`src/design/bat_pkg.sv`:
```
// Shared constants of the battery accumulator and timer block
package bat_pkg;

    // ------------------------------------------------------------
    // Register byte offsets
    // ------------------------------------------------------------
    localparam logic [7:0] ADDR_CHARGE_TIME = 8'h2C;
    localparam logic [7:0] ADDR_TEMP_SUM = 8'h30;
    localparam logic [7:0] ADDR_TEMP_ELAPSED = 8'h34;
    localparam logic [7:0] ADDR_CELL2_SUM = 8'h38;
    localparam logic [7:0] ADDR_CELL2_ELAPSED = 8'h3C;
    localparam logic [7:0] ADDR_CONV_SETUP = 8'h43;
    localparam logic [7:0] ADDR_SUM_CLEAR = 8'h62;
    localparam logic [7:0] ADDR_SUM_CTRL = 8'h63;

    // ------------------------------------------------------------
    // Converter setup fields
    // ------------------------------------------------------------
    localparam int SETUP_EN_BIT = 7;
    localparam int SETUP_PERIODIC_BIT = 6;
    localparam int SETUP_EXP_LSB = 0;
    localparam int SETUP_EXP_W = 3;
    localparam logic [7:0] SETUP_MASK = 8'hC7;
    localparam logic [7:0] SETUP_RESET = 8'h00;

    // ------------------------------------------------------------
    // Summing control and clear fields
    // ------------------------------------------------------------
    localparam int CTRL_MASTER_BIT = 7;
    localparam int CTRL_CURRENT_BIT = 6;
    localparam int CTRL_TEMP_BIT = 5;
    localparam int CTRL_CELL2_BIT = 4;
    localparam int CTRL_TSEL_BIT = 3;
    localparam logic [7:0] CTRL_MASK = 8'hF8;
    localparam logic [7:0] CTRL_RESET = 8'h00;
    localparam int CLR_CHARGE_TIME_BIT = 3;
    localparam int CLR_TEMP_SUM_BIT = 4;
    localparam int CLR_TEMP_ELAPSED_BIT = 5;
    localparam int CLR_CELL2_SUM_BIT = 6;
    localparam int CLR_CELL2_ELAPSED_BIT = 7;
    localparam int RESULT_SIGN_BIT = 15;

    // ------------------------------------------------------------
    // Timing
    // ------------------------------------------------------------
    localparam int unsigned CLK_FREQ_HZ = 40_000_000;
    localparam int unsigned TICK_PERIOD_MS = 500;
    localparam int unsigned TICK_CYCLES = CLK_FREQ_HZ / 1000 * TICK_PERIOD_MS;

endpackage : bat_pkg

```
`src/design/bat_accum.sv`:
```
// One 32-bit wrapping accumulator or elapsed counter
`timescale 1ns/1ps
module bat_accum
    import bat_pkg::*;
(
    // Clock and reset
    input wire logic ref_clk,
    input wire logic rst,
    input wire logic ce,
    // Control
    input wire logic clr,
    input wire logic add,
    input wire logic [31:0] addVal,
    // Value
    output logic [31:0] value
);

    typedef struct packed {
        logic [31:0] value;
    } bat_accum_state_t;

    bat_accum_state_t s_q;
    bat_accum_state_t s_d;

    always_comb
    begin
        s_d = s_q;
        if (clr)
            s_d.value = '0;
        else if (add)
            s_d.value = s_q.value + addVal;
    end

    always_ff @(posedge ref_clk)
    begin
        if (rst)
            s_q <= '0;
        else if (ce)
            s_q <= s_d;
    end

    assign value = s_q.value;

endmodule : bat_accum

```
`src/design/bat_accum_timers.sv`:
```
// Battery monitor accumulators, elapsed counters and conversion scheduler
`timescale 1ns/1ps
module bat_accum_timers
    import bat_pkg::*;
#(
    parameter int unsigned TICK_CYCLES_P = TICK_CYCLES
)
(
    // Clock and reset
    input wire logic ref_clk,
    input wire logic rst,
    input wire logic ce,
    // Register port
    input wire logic [7:0] regAddr,
    input wire logic regWrEn,
    input wire logic [7:0] regWrData,
    input wire logic regRdEn,
    output logic [7:0] regRdData,
    // Conversion results
    input wire logic currentDone,
    input wire logic [15:0] currentResult,
    input wire logic intTempDone,
    input wire logic [15:0] intTempResult,
    input wire logic extTempDone,
    input wire logic [15:0] externalTempResult,
    input wire logic cell2Done,
    input wire logic [15:0] cell2Result,
    input wire logic cell2Active,
    // Power state
    input wire logic lowPowerHold,
    // Conversion scheduling
    output logic convStart,
    output logic convContinuous
);

    // ------------------------------------------------------------
    // Functions
    // ------------------------------------------------------------
    function automatic logic [7:0] wordByte(
        input logic [31:0] w,
        input logic [1:0] idx
    );
        logic [31:0] sh;
        sh = w >> {idx, 3'b000};
        return sh[7:0];
    endfunction : wordByte

    function automatic logic [7:0] periodLast(
        input logic [SETUP_EXP_W-1:0] exponent
    );
        logic [8:0] p;
        p = 9'h001 << exponent;
        return 8'(p - 9'h001);
    endfunction : periodLast

    function automatic logic sameWord(
        input logic [7:0] a,
        input logic [7:0] base
    );
        return a[7:2] == base[7:2];
    endfunction : sameWord

    // ------------------------------------------------------------
    // State
    // ------------------------------------------------------------
    typedef struct packed {
        logic [7:0] setup;
        logic [7:0] accCtrl;
        logic currPos;
        logic [7:0] sampCnt;
        logic convStart;
        logic convRun;
        logic [7:0] rdData;
    } bat_top_state_t;

    bat_top_state_t s_q;
    bat_top_state_t s_d;

    logic tick;
    logic [7:0] clrVec;
    logic master;
    logic convEn;
    logic periodicOn;
    logic [SETUP_EXP_W-1:0] exponent;
    logic chargeInc;
    logic tempDone;
    logic [15:0] tempRes;
    logic tempAdd;
    logic tempTimeInc;
    logic cell2Add;
    logic cell2TimeInc;
    logic [31:0] chargeTime;
    logic [31:0] tempSum;
    logic [31:0] tempElapsed;
    logic [31:0] cell2Sum;
    logic [31:0] cell2Elapsed;

    // ------------------------------------------------------------
    // Tick source
    // ------------------------------------------------------------
    bat_tick_gen #(
        .TICK_CYCLES_P(TICK_CYCLES_P)
    ) u_tick (
        .ref_clk(ref_clk),
        .rst(rst),
        .ce(ce),
        .tick(tick)
    );

    // ------------------------------------------------------------
    // Enables
    // ------------------------------------------------------------
    always_comb
    begin
        clrVec = (regWrEn && regAddr == ADDR_SUM_CLEAR) ? regWrData : 8'h00;
        master = s_q.accCtrl[CTRL_MASTER_BIT];
        convEn = s_q.setup[SETUP_EN_BIT];
        periodicOn = convEn && s_q.setup[SETUP_PERIODIC_BIT] && !lowPowerHold;
        exponent = s_q.setup[SETUP_EXP_LSB +: SETUP_EXP_W];
        chargeInc = tick && master && s_q.accCtrl[CTRL_CURRENT_BIT]
            && s_q.currPos;
        tempDone = s_q.accCtrl[CTRL_TSEL_BIT] ? extTempDone : intTempDone;
        tempRes = s_q.accCtrl[CTRL_TSEL_BIT] ? externalTempResult
            : intTempResult;
        tempAdd = tempDone && master && s_q.accCtrl[CTRL_TEMP_BIT];
        tempTimeInc = tick && master && s_q.accCtrl[CTRL_TEMP_BIT];
        cell2Add = cell2Done && master && s_q.accCtrl[CTRL_CELL2_BIT];
        cell2TimeInc = tick && master && s_q.accCtrl[CTRL_CELL2_BIT]
            && cell2Active;
    end

    // ------------------------------------------------------------
    // Counters and accumulators
    // ------------------------------------------------------------
    bat_accum u_charge_time (
        .ref_clk(ref_clk),
        .rst(rst),
        .ce(ce),
        .clr(clrVec[CLR_CHARGE_TIME_BIT]),
        .add(chargeInc),
        .addVal(32'h0000_0001),
        .value(chargeTime)
    );

    bat_accum u_temp_sum (
        .ref_clk(ref_clk),
        .rst(rst),
        .ce(ce),
        .clr(clrVec[CLR_TEMP_SUM_BIT]),
        .add(tempAdd),
        .addVal({16'h0000, tempRes}),
        .value(tempSum)
    );

    bat_accum u_temp_elapsed (
        .ref_clk(ref_clk),
        .rst(rst),
        .ce(ce),
        .clr(clrVec[CLR_TEMP_ELAPSED_BIT]),
        .add(tempTimeInc),
        .addVal(32'h0000_0001),
        .value(tempElapsed)
    );

    bat_accum u_cell2_sum (
        .ref_clk(ref_clk),
        .rst(rst),
        .ce(ce),
        .clr(clrVec[CLR_CELL2_SUM_BIT]),
        .add(cell2Add),
        .addVal({16'h0000, cell2Result}),
        .value(cell2Sum)
    );

    bat_accum u_cell2_elapsed (
        .ref_clk(ref_clk),
        .rst(rst),
        .ce(ce),
        .clr(clrVec[CLR_CELL2_ELAPSED_BIT]),
        .add(cell2TimeInc),
        .addVal(32'h0000_0001),
        .value(cell2Elapsed)
    );

    // ------------------------------------------------------------
    // Registers, scheduler and read path
    // ------------------------------------------------------------
    always_comb
    begin
        s_d = s_q;
        s_d.convStart = 1'b0;
        if (regWrEn && regAddr == ADDR_CONV_SETUP)
            s_d.setup = regWrData & SETUP_MASK;
        if (regWrEn && regAddr == ADDR_SUM_CTRL)
            s_d.accCtrl = regWrData & CTRL_MASK;
        if (currentDone)
            s_d.currPos = !currentResult[RESULT_SIGN_BIT];
        if (!periodicOn)
        begin
            s_d.sampCnt = 8'h00;
        end
        else if (tick)
        begin
            if (s_q.sampCnt >= periodLast(exponent))
            begin
                s_d.sampCnt = 8'h00;
                s_d.convStart = 1'b1;
            end
            else
            begin
                s_d.sampCnt = s_q.sampCnt + 8'h01;
            end
        end
        s_d.convRun = convEn && !s_q.setup[SETUP_PERIODIC_BIT]
            && !lowPowerHold;
        if (regRdEn)
        begin
            if (regAddr == ADDR_CONV_SETUP)
                s_d.rdData = s_q.setup;
            else if (regAddr == ADDR_SUM_CTRL)
                s_d.rdData = s_q.accCtrl;
            else if (sameWord(regAddr, ADDR_CHARGE_TIME))
                s_d.rdData = wordByte(chargeTime, regAddr[1:0]);
            else if (sameWord(regAddr, ADDR_TEMP_SUM))
                s_d.rdData = wordByte(tempSum, regAddr[1:0]);
            else if (sameWord(regAddr, ADDR_TEMP_ELAPSED))
                s_d.rdData = wordByte(tempElapsed, regAddr[1:0]);
            else if (sameWord(regAddr, ADDR_CELL2_SUM))
                s_d.rdData = wordByte(cell2Sum, regAddr[1:0]);
            else if (sameWord(regAddr, ADDR_CELL2_ELAPSED))
                s_d.rdData = wordByte(cell2Elapsed, regAddr[1:0]);
            else
                s_d.rdData = 8'h00;
        end
    end

    always_ff @(posedge ref_clk)
    begin
        if (rst)
        begin
            s_q <= '0;
            s_q.setup <= SETUP_RESET;
            s_q.accCtrl <= CTRL_RESET;
        end
        else if (ce)
        begin
            s_q <= s_d;
        end
    end

    assign regRdData = s_q.rdData;
    assign convStart = s_q.convStart;
    assign convContinuous = s_q.convRun;
endmodule : bat_accum_timers

```
`src/design/bat_tick_gen.sv`:
```
// Half-second tick strobe generator
`timescale 1ns/1ps
module bat_tick_gen
    import bat_pkg::*;
#(
    parameter int unsigned TICK_CYCLES_P = TICK_CYCLES
)
(
    // Clock and reset
    input wire logic ref_clk,
    input wire logic rst,
    input wire logic ce,
    // Strobe
    output logic tick
);

    typedef struct packed {
        logic [24:0] cnt;
        logic tick;
    } bat_tick_state_t;

    bat_tick_state_t s_q;
    bat_tick_state_t s_d;

    always_comb
    begin
        s_d = s_q;
        s_d.tick = 1'b0;
        if (s_q.cnt >= 25'(TICK_CYCLES_P - 1))
        begin
            s_d.cnt = '0;
            s_d.tick = 1'b1;
        end
        else
        begin
            s_d.cnt = s_q.cnt + 25'h000_0001;
        end
    end

    always_ff @(posedge ref_clk)
    begin
        if (rst)
            s_q <= '0;
        else if (ce)
            s_q <= s_d;
    end

    assign tick = s_q.tick;
endmodule : bat_tick_gen

```
`config.mk`:
```
export PLATFORM = sky130hd
export DESIGN_NAME = bat_accum_timers
export DESIGN_NICKNAME = d
export VERILOG_FILES = /design/src/design/bat_pkg.sv /design/src/design/bat_accum.sv /design/src/design/bat_accum_timers.sv /design/src/design/bat_tick_gen.sv
export SDC_FILE = /design/constraint.sdc
export NUM_CORES = 1
export LEC_CHECK = 0
export BUFFER_PORTS_ARGS = -buffer_cell sky130_fd_sc_hd__buf_4
export CAP_MARGIN = 20
export CORE_ASPECT_RATIO = 1.4
export CORE_MARGIN = 2
export CORE_UTILIZATION = 31
export CTS_BUF_LIST = sky130_fd_sc_hd__clkbuf_4
export CTS_CLUSTER_DIAMETER = 150
export DETAILED_ROUTE_END_ITERATION = 16
export GPL_TIMING_DRIVEN = 0
export PLACE_DENSITY = 0.57
export SLEW_MARGIN = 25
export SYNTH_ARGS = -nofsm -noshare
export SYNTH_HDL_FRONTEND = slang
export SYNTH_HIERARCHICAL = 1
export SYNTH_SLANG_ARGS = --single-unit
export TNS_END_PERCENT = 100
```
`constraint.sdc`:
```
create_clock -name ref_clk -period 6.2 [get_ports ref_clk]
set_input_delay 0.93 -clock ref_clk [delete_from_list [all_inputs] [get_ports ref_clk]]
set_output_delay 0.93 -clock ref_clk [all_outputs]
set_load 0.01 [all_outputs]
```
==> impl_metrics.tcl, run 1 <==
set metrics [dict create \
    postLayoutCoreUtil_pct 36.3 \
    syn2layout_area_growth_pct 15.6 \
    num-fill-cells 5873 \
    yosys-top-cells-area "dfxtp_1 (24%), ha_1 (12%), a21o_1 (5.3%)" \
    timing_worst_slew_pin_value_ps 829 \
    layout-drive-gt1-share_pct 12.9 \
    place.gp.congestion 0.897 \
    placed_cells_incl_taps 3067 \
    timing.hold.worst.class "in -> reg" \
    vias_per_cell 5.37 \
    grt_pass1_vias 16800 \
    async_s_r_ff_share_synth_pct 0 \
    p_clk_share_pct 41.9 \
    first_iter_violations 932 \
    synth_top_cells_by_count "dfxtp_1 (215), nor2_1 (191), nand2_1 (168)" \
    post-cts-setup-buffers 0 \
    netlist_instances 2107 \
    min_path_cells 2 \
    fmax_ghz 0.226 \
    holdCritStartpoint "currentResult[15]" \
    worst-path-max-fanout 10 \
    root_buffer "clkbuf_4" \
    finalSetupTns_ps 0 \
    antenna_violating_nets_post_route 0 \
    power_switching_mw 0.883 \
    postCtsHoldBufs 0 \
    yosys_top_cell_area_share_pct 24.2 \
    grt_max_degree 16 \
    setup.worst_path.end_class "flip-flop" \
    run_status "finished, final reports clean" \
    place.detailed.hpwl_um 43700 \
    fp.dieArea_um2 59200 \
    cts-htree-levels 2 \
    clk_buf_depth 3 \
    timing.final.setup_violations 0 \
    vias 17000 \
    die_width_um 206 \
    timing.final.hold_violations 0 \
    timing.reg2reg.setup_slack_ps 1770 \
    dieHeight_um 287 \
    synth_top_cell_by_area "dfxtp_1" \
    seq_power_share_pct 45.9 \
    globalRouteOverflowTotal 0 \
    period_minus_slack_ps 4430 \
    synth-edff-count 0 \
    netlist_area_um2 17800 \
    ioPinCount 101 \
    cts_buffers 56 \
    report.final.slew_viol_count 0 \
    cellPowerDensity_nw_per_um2 148 \
    cts_tree "done" \
    floorplan.core_area_um2 56600 \
    leak_nw 9.27 \
    synth-warning-count 6 \
    worst-endpoint-required_ps 6830 \
    fin_hold_ws_ps 336 \
    synth-seq-cells 215 \
    p_int_mw 2.14 \
    slew-limit-headroom_pct 43.3 \
    timing.rr.start "s_q[22]" \
    worst_ep_arrival_time_ps 5060 \
    setup.worst_path.start_class "flip-flop" \
    critical_path.reg2reg.endpoint "u_temp_sum/value[31]" \
    netSwitchingFraction_pct 29.2 \
    drt_pass1_iterations 5 \
    placement.io_buffers 83 \
    worstSetupPathType "reg -> reg" \
    wl_per_cell_um 17.5 \
    cts.repair.resized 0 \
    final_net_count 2651 \
    clk_latency_ps 800 \
    total_power_mw 3.03 \
    yosys_most_used_dff "dfxtp_1" \
    finish.cell_count_without_fillers 3165 \
    max_cap_violations 0 \
    vdd_ir_drop_max_mv 0.105 \
    timing.final.crit_share_pct 71.5 \
    synth_sequential_area_ratio_pct 24.2 \
    clock-sinks 215 \
    clock-skew-final_ps 97.2 \
    track_usage_pct 18.3 \
    wirelength_um 55400 \
    pwr-share-comb_pct 12.2 \
    place_ws_ps 1700 \
    drt_drc_violations_left 0 \
    synthesis.area_per_instance_um2 8.43 \
    antenna_found_initial 2 \
    yosys.cell_types.count 91 \
    rsz0062_at_grt "false" \
    timing.hold.worst_endpoint "s_q[18]" \
    worst-r2r-cell-count 13 \
    worst_path_setup_slack_after_routing_ps 1770 \
    initial_standard_cell_utilization_of_the_core_pct 31.4 \
    grt_pass1_wl_um 86900 \
    place_area_um2 19800 \
    placement_rows 103 \
    yosys.cell_count.top_type "dfxtp_1" \
    final_standard_cell_area_without_fillers_um2 20500 \
    clk_pin_slew_worst_paths_ps 80 \
]
[power groups by stage]
stage,registers [mW],logic (mW),clock network [mW]
final,1.39,0.369,1.27
after detailed placement,1.42,0.364,0
after global routing,1.39,0.408,1.36
after floorplan,1.42,0.248,0
after CTS,1.39,0.365,1.32
after global placement,1.42,0.357,0
[metal layers]
metal / vias to the layer above / GRT usage [%] / share of wire, %
met4: 0 / 8.59 / 4.4
met3: 126 / 2.28 / 4.8
li1: 8336 / - / -
met2: 433 / 33.9 / 51
met1: 8086 / 20.5 / 40
met5: - / 0 / 0
[sequential cells by signal, summed over array words and instances, names as in the netlist]
signal                 count
convContinuous             1
convEn                     1
convStart                  1
exponent                   3
master                     1
regRdData                  8
s_q                       14
u_cell2_elapsed/value     32
u_cell2_sum/value         32
u_charge_time/value       32
u_temp_elapsed/value      32
u_temp_sum/value          32
u_tick/s_q                25
u_tick/tick                1
[final cells by class]
cell class	count	area, µm²	share of cell area [%]
Timing Repair Buffer	83	623	3.04
Clock buffer	77	578	2.82
Buffer	83	417	2.03
Antenna cell	2	5.00	0.0244
Inverter	42	158	0.768
Sequential cell	215	4300	21.0
Tap cell	735	920	4.48
Multi-Input combinational cell	1909	13400	65.4
Clock inverter	19	104	0.506
[worst max path at each step]
stage / end / slack (ps) / from / cells after the start
2_1_floorplan: u_temp_sum/value[31] / 2770 / s_q[22] / 14
3_3_place_gp: u_temp_sum/value[31] / 1770 / s_q[22] / 13
3_5_place_dp: u_temp_sum/value[31] / 1700 / s_q[22] / 13
4_1_cts: u_temp_sum/value[31] / 1680 / s_q[22] / 13
5_1_grt: u_temp_sum/value[31] / 1520 / s_q[22] / 13
6_report: u_temp_sum/value[31] / 1770 / s_q[22] / 13
[cells by family (layout without fill, tap and decap cells)]
| family | after synthesis | count (layout) | synth area share (%) |
|---|---|---|---|
| xor+xnor | 140 | 140 | 6.90 |
| simple gates | 703 | 703 | 20.2 |
| buf+inv | 125 | 304 | 3.23 |
| mux | 89 | 89 | 7.50 |
| other cells | 2 | 146 | 0.0423 |
| compound gates | 663 | 663 | 25.7 |
| fa+ha+maj | 170 | 170 | 12.2 |
| flops | 215 | 215 | 24.2 |
[worst max-delay path, cell delays in order, from the launching register on]
cell and delay, ps:
dfxtp_1 310, clkbuf_1 600, clkbuf_1 600, mux2_2 420, ha_1 330, a21oi_1 230, and2b_1 220, a31o_2 250
nor2_1 220, o211ai_2 220, a31oi_4 300, o21bai_1 100, a2111oi_2 390, nor3_1 100
[cells in the final DEF, fill, tap and decap left out, types with 31 or more instances in the layout]
| master | Yosys | final |
|---|---|---|
| dfxtp_1 | 215 | 215 |
| nor2_1 | 191 | 191 |
| nand2_1 | 168 | 168 |
| ha_1 | 165 | 165 |
| a21oi_1 | 161 | 161 |
| conb_1 | 2 | 144 |
| a21o_1 | 126 | 126 |
| buf_4 | 14 | 97 |
| o21ai_0 | 90 | 90 |
| clkbuf_4 | 0 | 77 |
| xnor2_1 | 71 | 71 |
| xor2_1 | 69 | 69 |
| a22oi_1 | 63 | 63 |
| nand3_1 | 62 | 62 |
| clkbuf_1 | 57 | 57 |
| inv_1 | 42 | 42 |
| mux2i_1 | 33 | 33 |
| and3_1 | 33 | 33 |
| mux4_2 | 33 | 33 |
| nor3_1 | 31 | 31 |
Power figures use the tool's default switching activity.
==> inputs of run 2 (changes only) <==
==> constraint.sdc (replaced) <==
create_clock -name ref_clk -period 4.4 [get_ports ref_clk]
set_input_delay 0.66 -clock ref_clk [delete_from_list [all_inputs] [get_ports ref_clk]]
set_output_delay 0.66 -clock ref_clk [all_outputs]
set_load 0.01 [all_outputs]
==> run 2 against run 1 <==
- sequential share of layout area hardly changed
- critical path depth is 1 lower
- routed wire length hardly changed
- critical path type unchanged
- non-clock buffer count stayed put
- largest power group unchanged
- die area stayed put
- design area hardly changed
- via count is 0.14% higher
- clock skew is 8.1 ps lower
- worst setup slack worse by 1500 ps
- final cell count stayed put
==> impl_metrics.tcl, run 2 (synthesis gave the netlist of run 1 again) <==
set metrics [dict create \
    critical_path.cell_chain "clkbuf_2 > mux2_2 > ha_1 > a21oi_1 > and2b_1 > a31o_2 > nor2_1 > o211ai_2 > a31oi_4 > o21bai_1 > a2111oi_2 > nor3_1" \
    wl_per_cell_um 17.5 \
    die_width_um 206 \
    grt_max_degree 16 \
    drt_drc_violations_left 0 \
    fmax_ghz 0.245 \
    cellPowerDensity_nw_per_um2 208 \
    timing_worst_slew_pin_value_ps 768 \
    place_area_um2 19800 \
    vias_per_cell 5.37 \
    clock-sinks 215 \
    worstSetupPathType "reg -> reg" \
    slew-limit-headroom_pct 47.5 \
    max_cap_violations 0 \
    cts-htree-levels 2 \
    setup.worst_path.start_class "flip-flop" \
    worst-r2r-cell-count 12 \
    initial_standard_cell_utilization_of_the_core_pct 31.4 \
    fin_hold_ws_ps 82.8 \
    worst_path_dominant_cell_family "compound AO/OA/AOI/OAI gates" \
    clk_pin_slew_worst_paths_ps 80 \
    wirelength_um 55400 \
    timing.rr.start "s_q[22]" \
    worst-endpoint-required_ps 5020 \
    clock-skew-final_ps 89.1 \
    clk_latency_ps 790 \
    place.gp.congestion 0.897 \
    period_minus_slack_ps 4090 \
    critical_path.reg2reg.endpoint "u_temp_sum/value[31]" \
    layout-drive-gt1-share_pct 13.0 \
    final_standard_cell_area_without_fillers_um2 20500 \
    root_buffer "clkbuf_4" \
    total_power_mw 4.26 \
    sum_of_buffers_and_inverters_on_the_critical_path 1 \
    antenna_found_initial 2 \
    globalRouteOverflowTotal 0 \
    layout.cells.most_common "dfxtp_1" \
    crit_slowest_cell "dfxtp_1" \
    placement.io_buffers 83 \
    worst_ep_arrival_time_ps 4710 \
    report.final.slew_viol_count 0 \
    grt_pass1_wl_um 86900 \
    floorplan.core_area_um2 56600 \
    ioPinCount 101 \
    crit_start "s_q[22]" \
    dieHeight_um 287 \
    setup.worst_path.end_class "flip-flop" \
    rsz0062_at_grt "false" \
    layout.cells.most_common_list "dfxtp_1 (215), nor2_1 (191), nand2_1 (168), ha_1 (165), a21oi_1 (161)" \
    critical-path-max-stage-delay_ps 750 \
    placement_rows 103 \
    cts_buffers 56 \
    syn2layout_area_growth_pct 15.6 \
    final_net_count 2651 \
    worst_setup_path_endpoint "u_temp_sum/value[31]" \
    cts_tree "done" \
    timing.hold.worst.class "in -> reg" \
    track_usage_pct 18.3 \
    vdd_ir_drop_max_mv 0.148 \
    drt_pass1_iterations 5 \
    timing.final.setup_violations 0 \
    fp.dieArea_um2 59200 \
    timing.final.hold_violations 0 \
    timing.final.crit_share_pct 93.0 \
    grt_pass1_vias 16800 \
    num-fill-cells 5875 \
    first_iter_violations 884 \
    timing.reg2reg.setup_slack_ps 310 \
    worst-path-max-fanout 10 \
    place.detailed.hpwl_um 43700 \
    vias 17000 \
    crit_path_cell_count 12 \
    leak_nw 9.28 \
    run_status "finished, final reports clean" \
    clk_buf_depth 3 \
    antenna_violating_nets_post_route 0 \
]
## run 2: changes by cell type in the layout (fill, tap and decap cells not counted), sizes merged
cell / before / now
clkbuf: 134 / 133
dlygate4sd3: 0 / 1
## run 2: final cells by class
type	count	area [µm²]	area share, %
multi-input combinational	1909	13400	65.3
sequential	215	4300	21.0
tap	735	920	4.48
timing repair buffer	84	633	3.08
clock buffer	77	578	2.82
buffer	82	414	2.02
inverter	42	158	0.768
clock inverter	19	104	0.506
antenna	2	5.00	0.0244
## run 2: stage by stage
step | setup slack [ps] | setup TNS, ps | std cells | utilization [%]
finish | 310 | 0 | 3165 | 36.3
CTS | 101 | 0 | 3164 | 36.3
floorplan | 970 | 0 | 2249 | -
global placement | -31.3 | -31.3 | 3067 | 35.1
detailed placement | -102 | -102 | 3067 | 35.1
global route | 150 | 0 | 3165 | 36.3
## run 2: power breakdown
part           total [mW]  internal (mW)  switching (mW)
clock                1.78          0.861           0.923
combinational       0.521          0.210           0.311
sequential           1.96           1.95         0.00620
total                4.26           3.02            1.24
## run 2: worst min path at each step
| stage | startpoint | endpoint | slack (ps) | cells after the start |
|---|---|---|---|---|
| after floorplan | u_tick/s_q[4] | u_tick/s_q[4] | 450 | 2 |
| after global placement | u_cell2_elapsed/value[20] | u_cell2_elapsed/value[20] | 470 | 2 |
| after detailed placement | u_tick/s_q[4] | u_tick/s_q[4] | 470 | 2 |
| after CTS | currentDone | s_q[18] | 10 | 2 |
| after global routing | currentDone | s_q[18] | 70 | 2 |
| final | currentDone | s_q[18] | 80 | 2 |
## run 2: repair_timing
action                                  CTS  global route
hold buffers                              1             0
gates resized for setup                   1             0
setup buffers                             0             0
endpoints found under the setup margin    1             2
endpoints found under the hold margin     1             0
gates cloned                              0             0
## run 2: routing by layer
metal | vias to the layer above | GRT usage [%] | part of all wire, %
met5 | - | 0 | 0
met4 | 0 | 8.59 | 4.4
met3 | 123 | 2.28 | 4.4
met2 | 443 | 33.9 | 51
met1 | 8099 | 20.5 | 40
li1 | 8340 | - | -
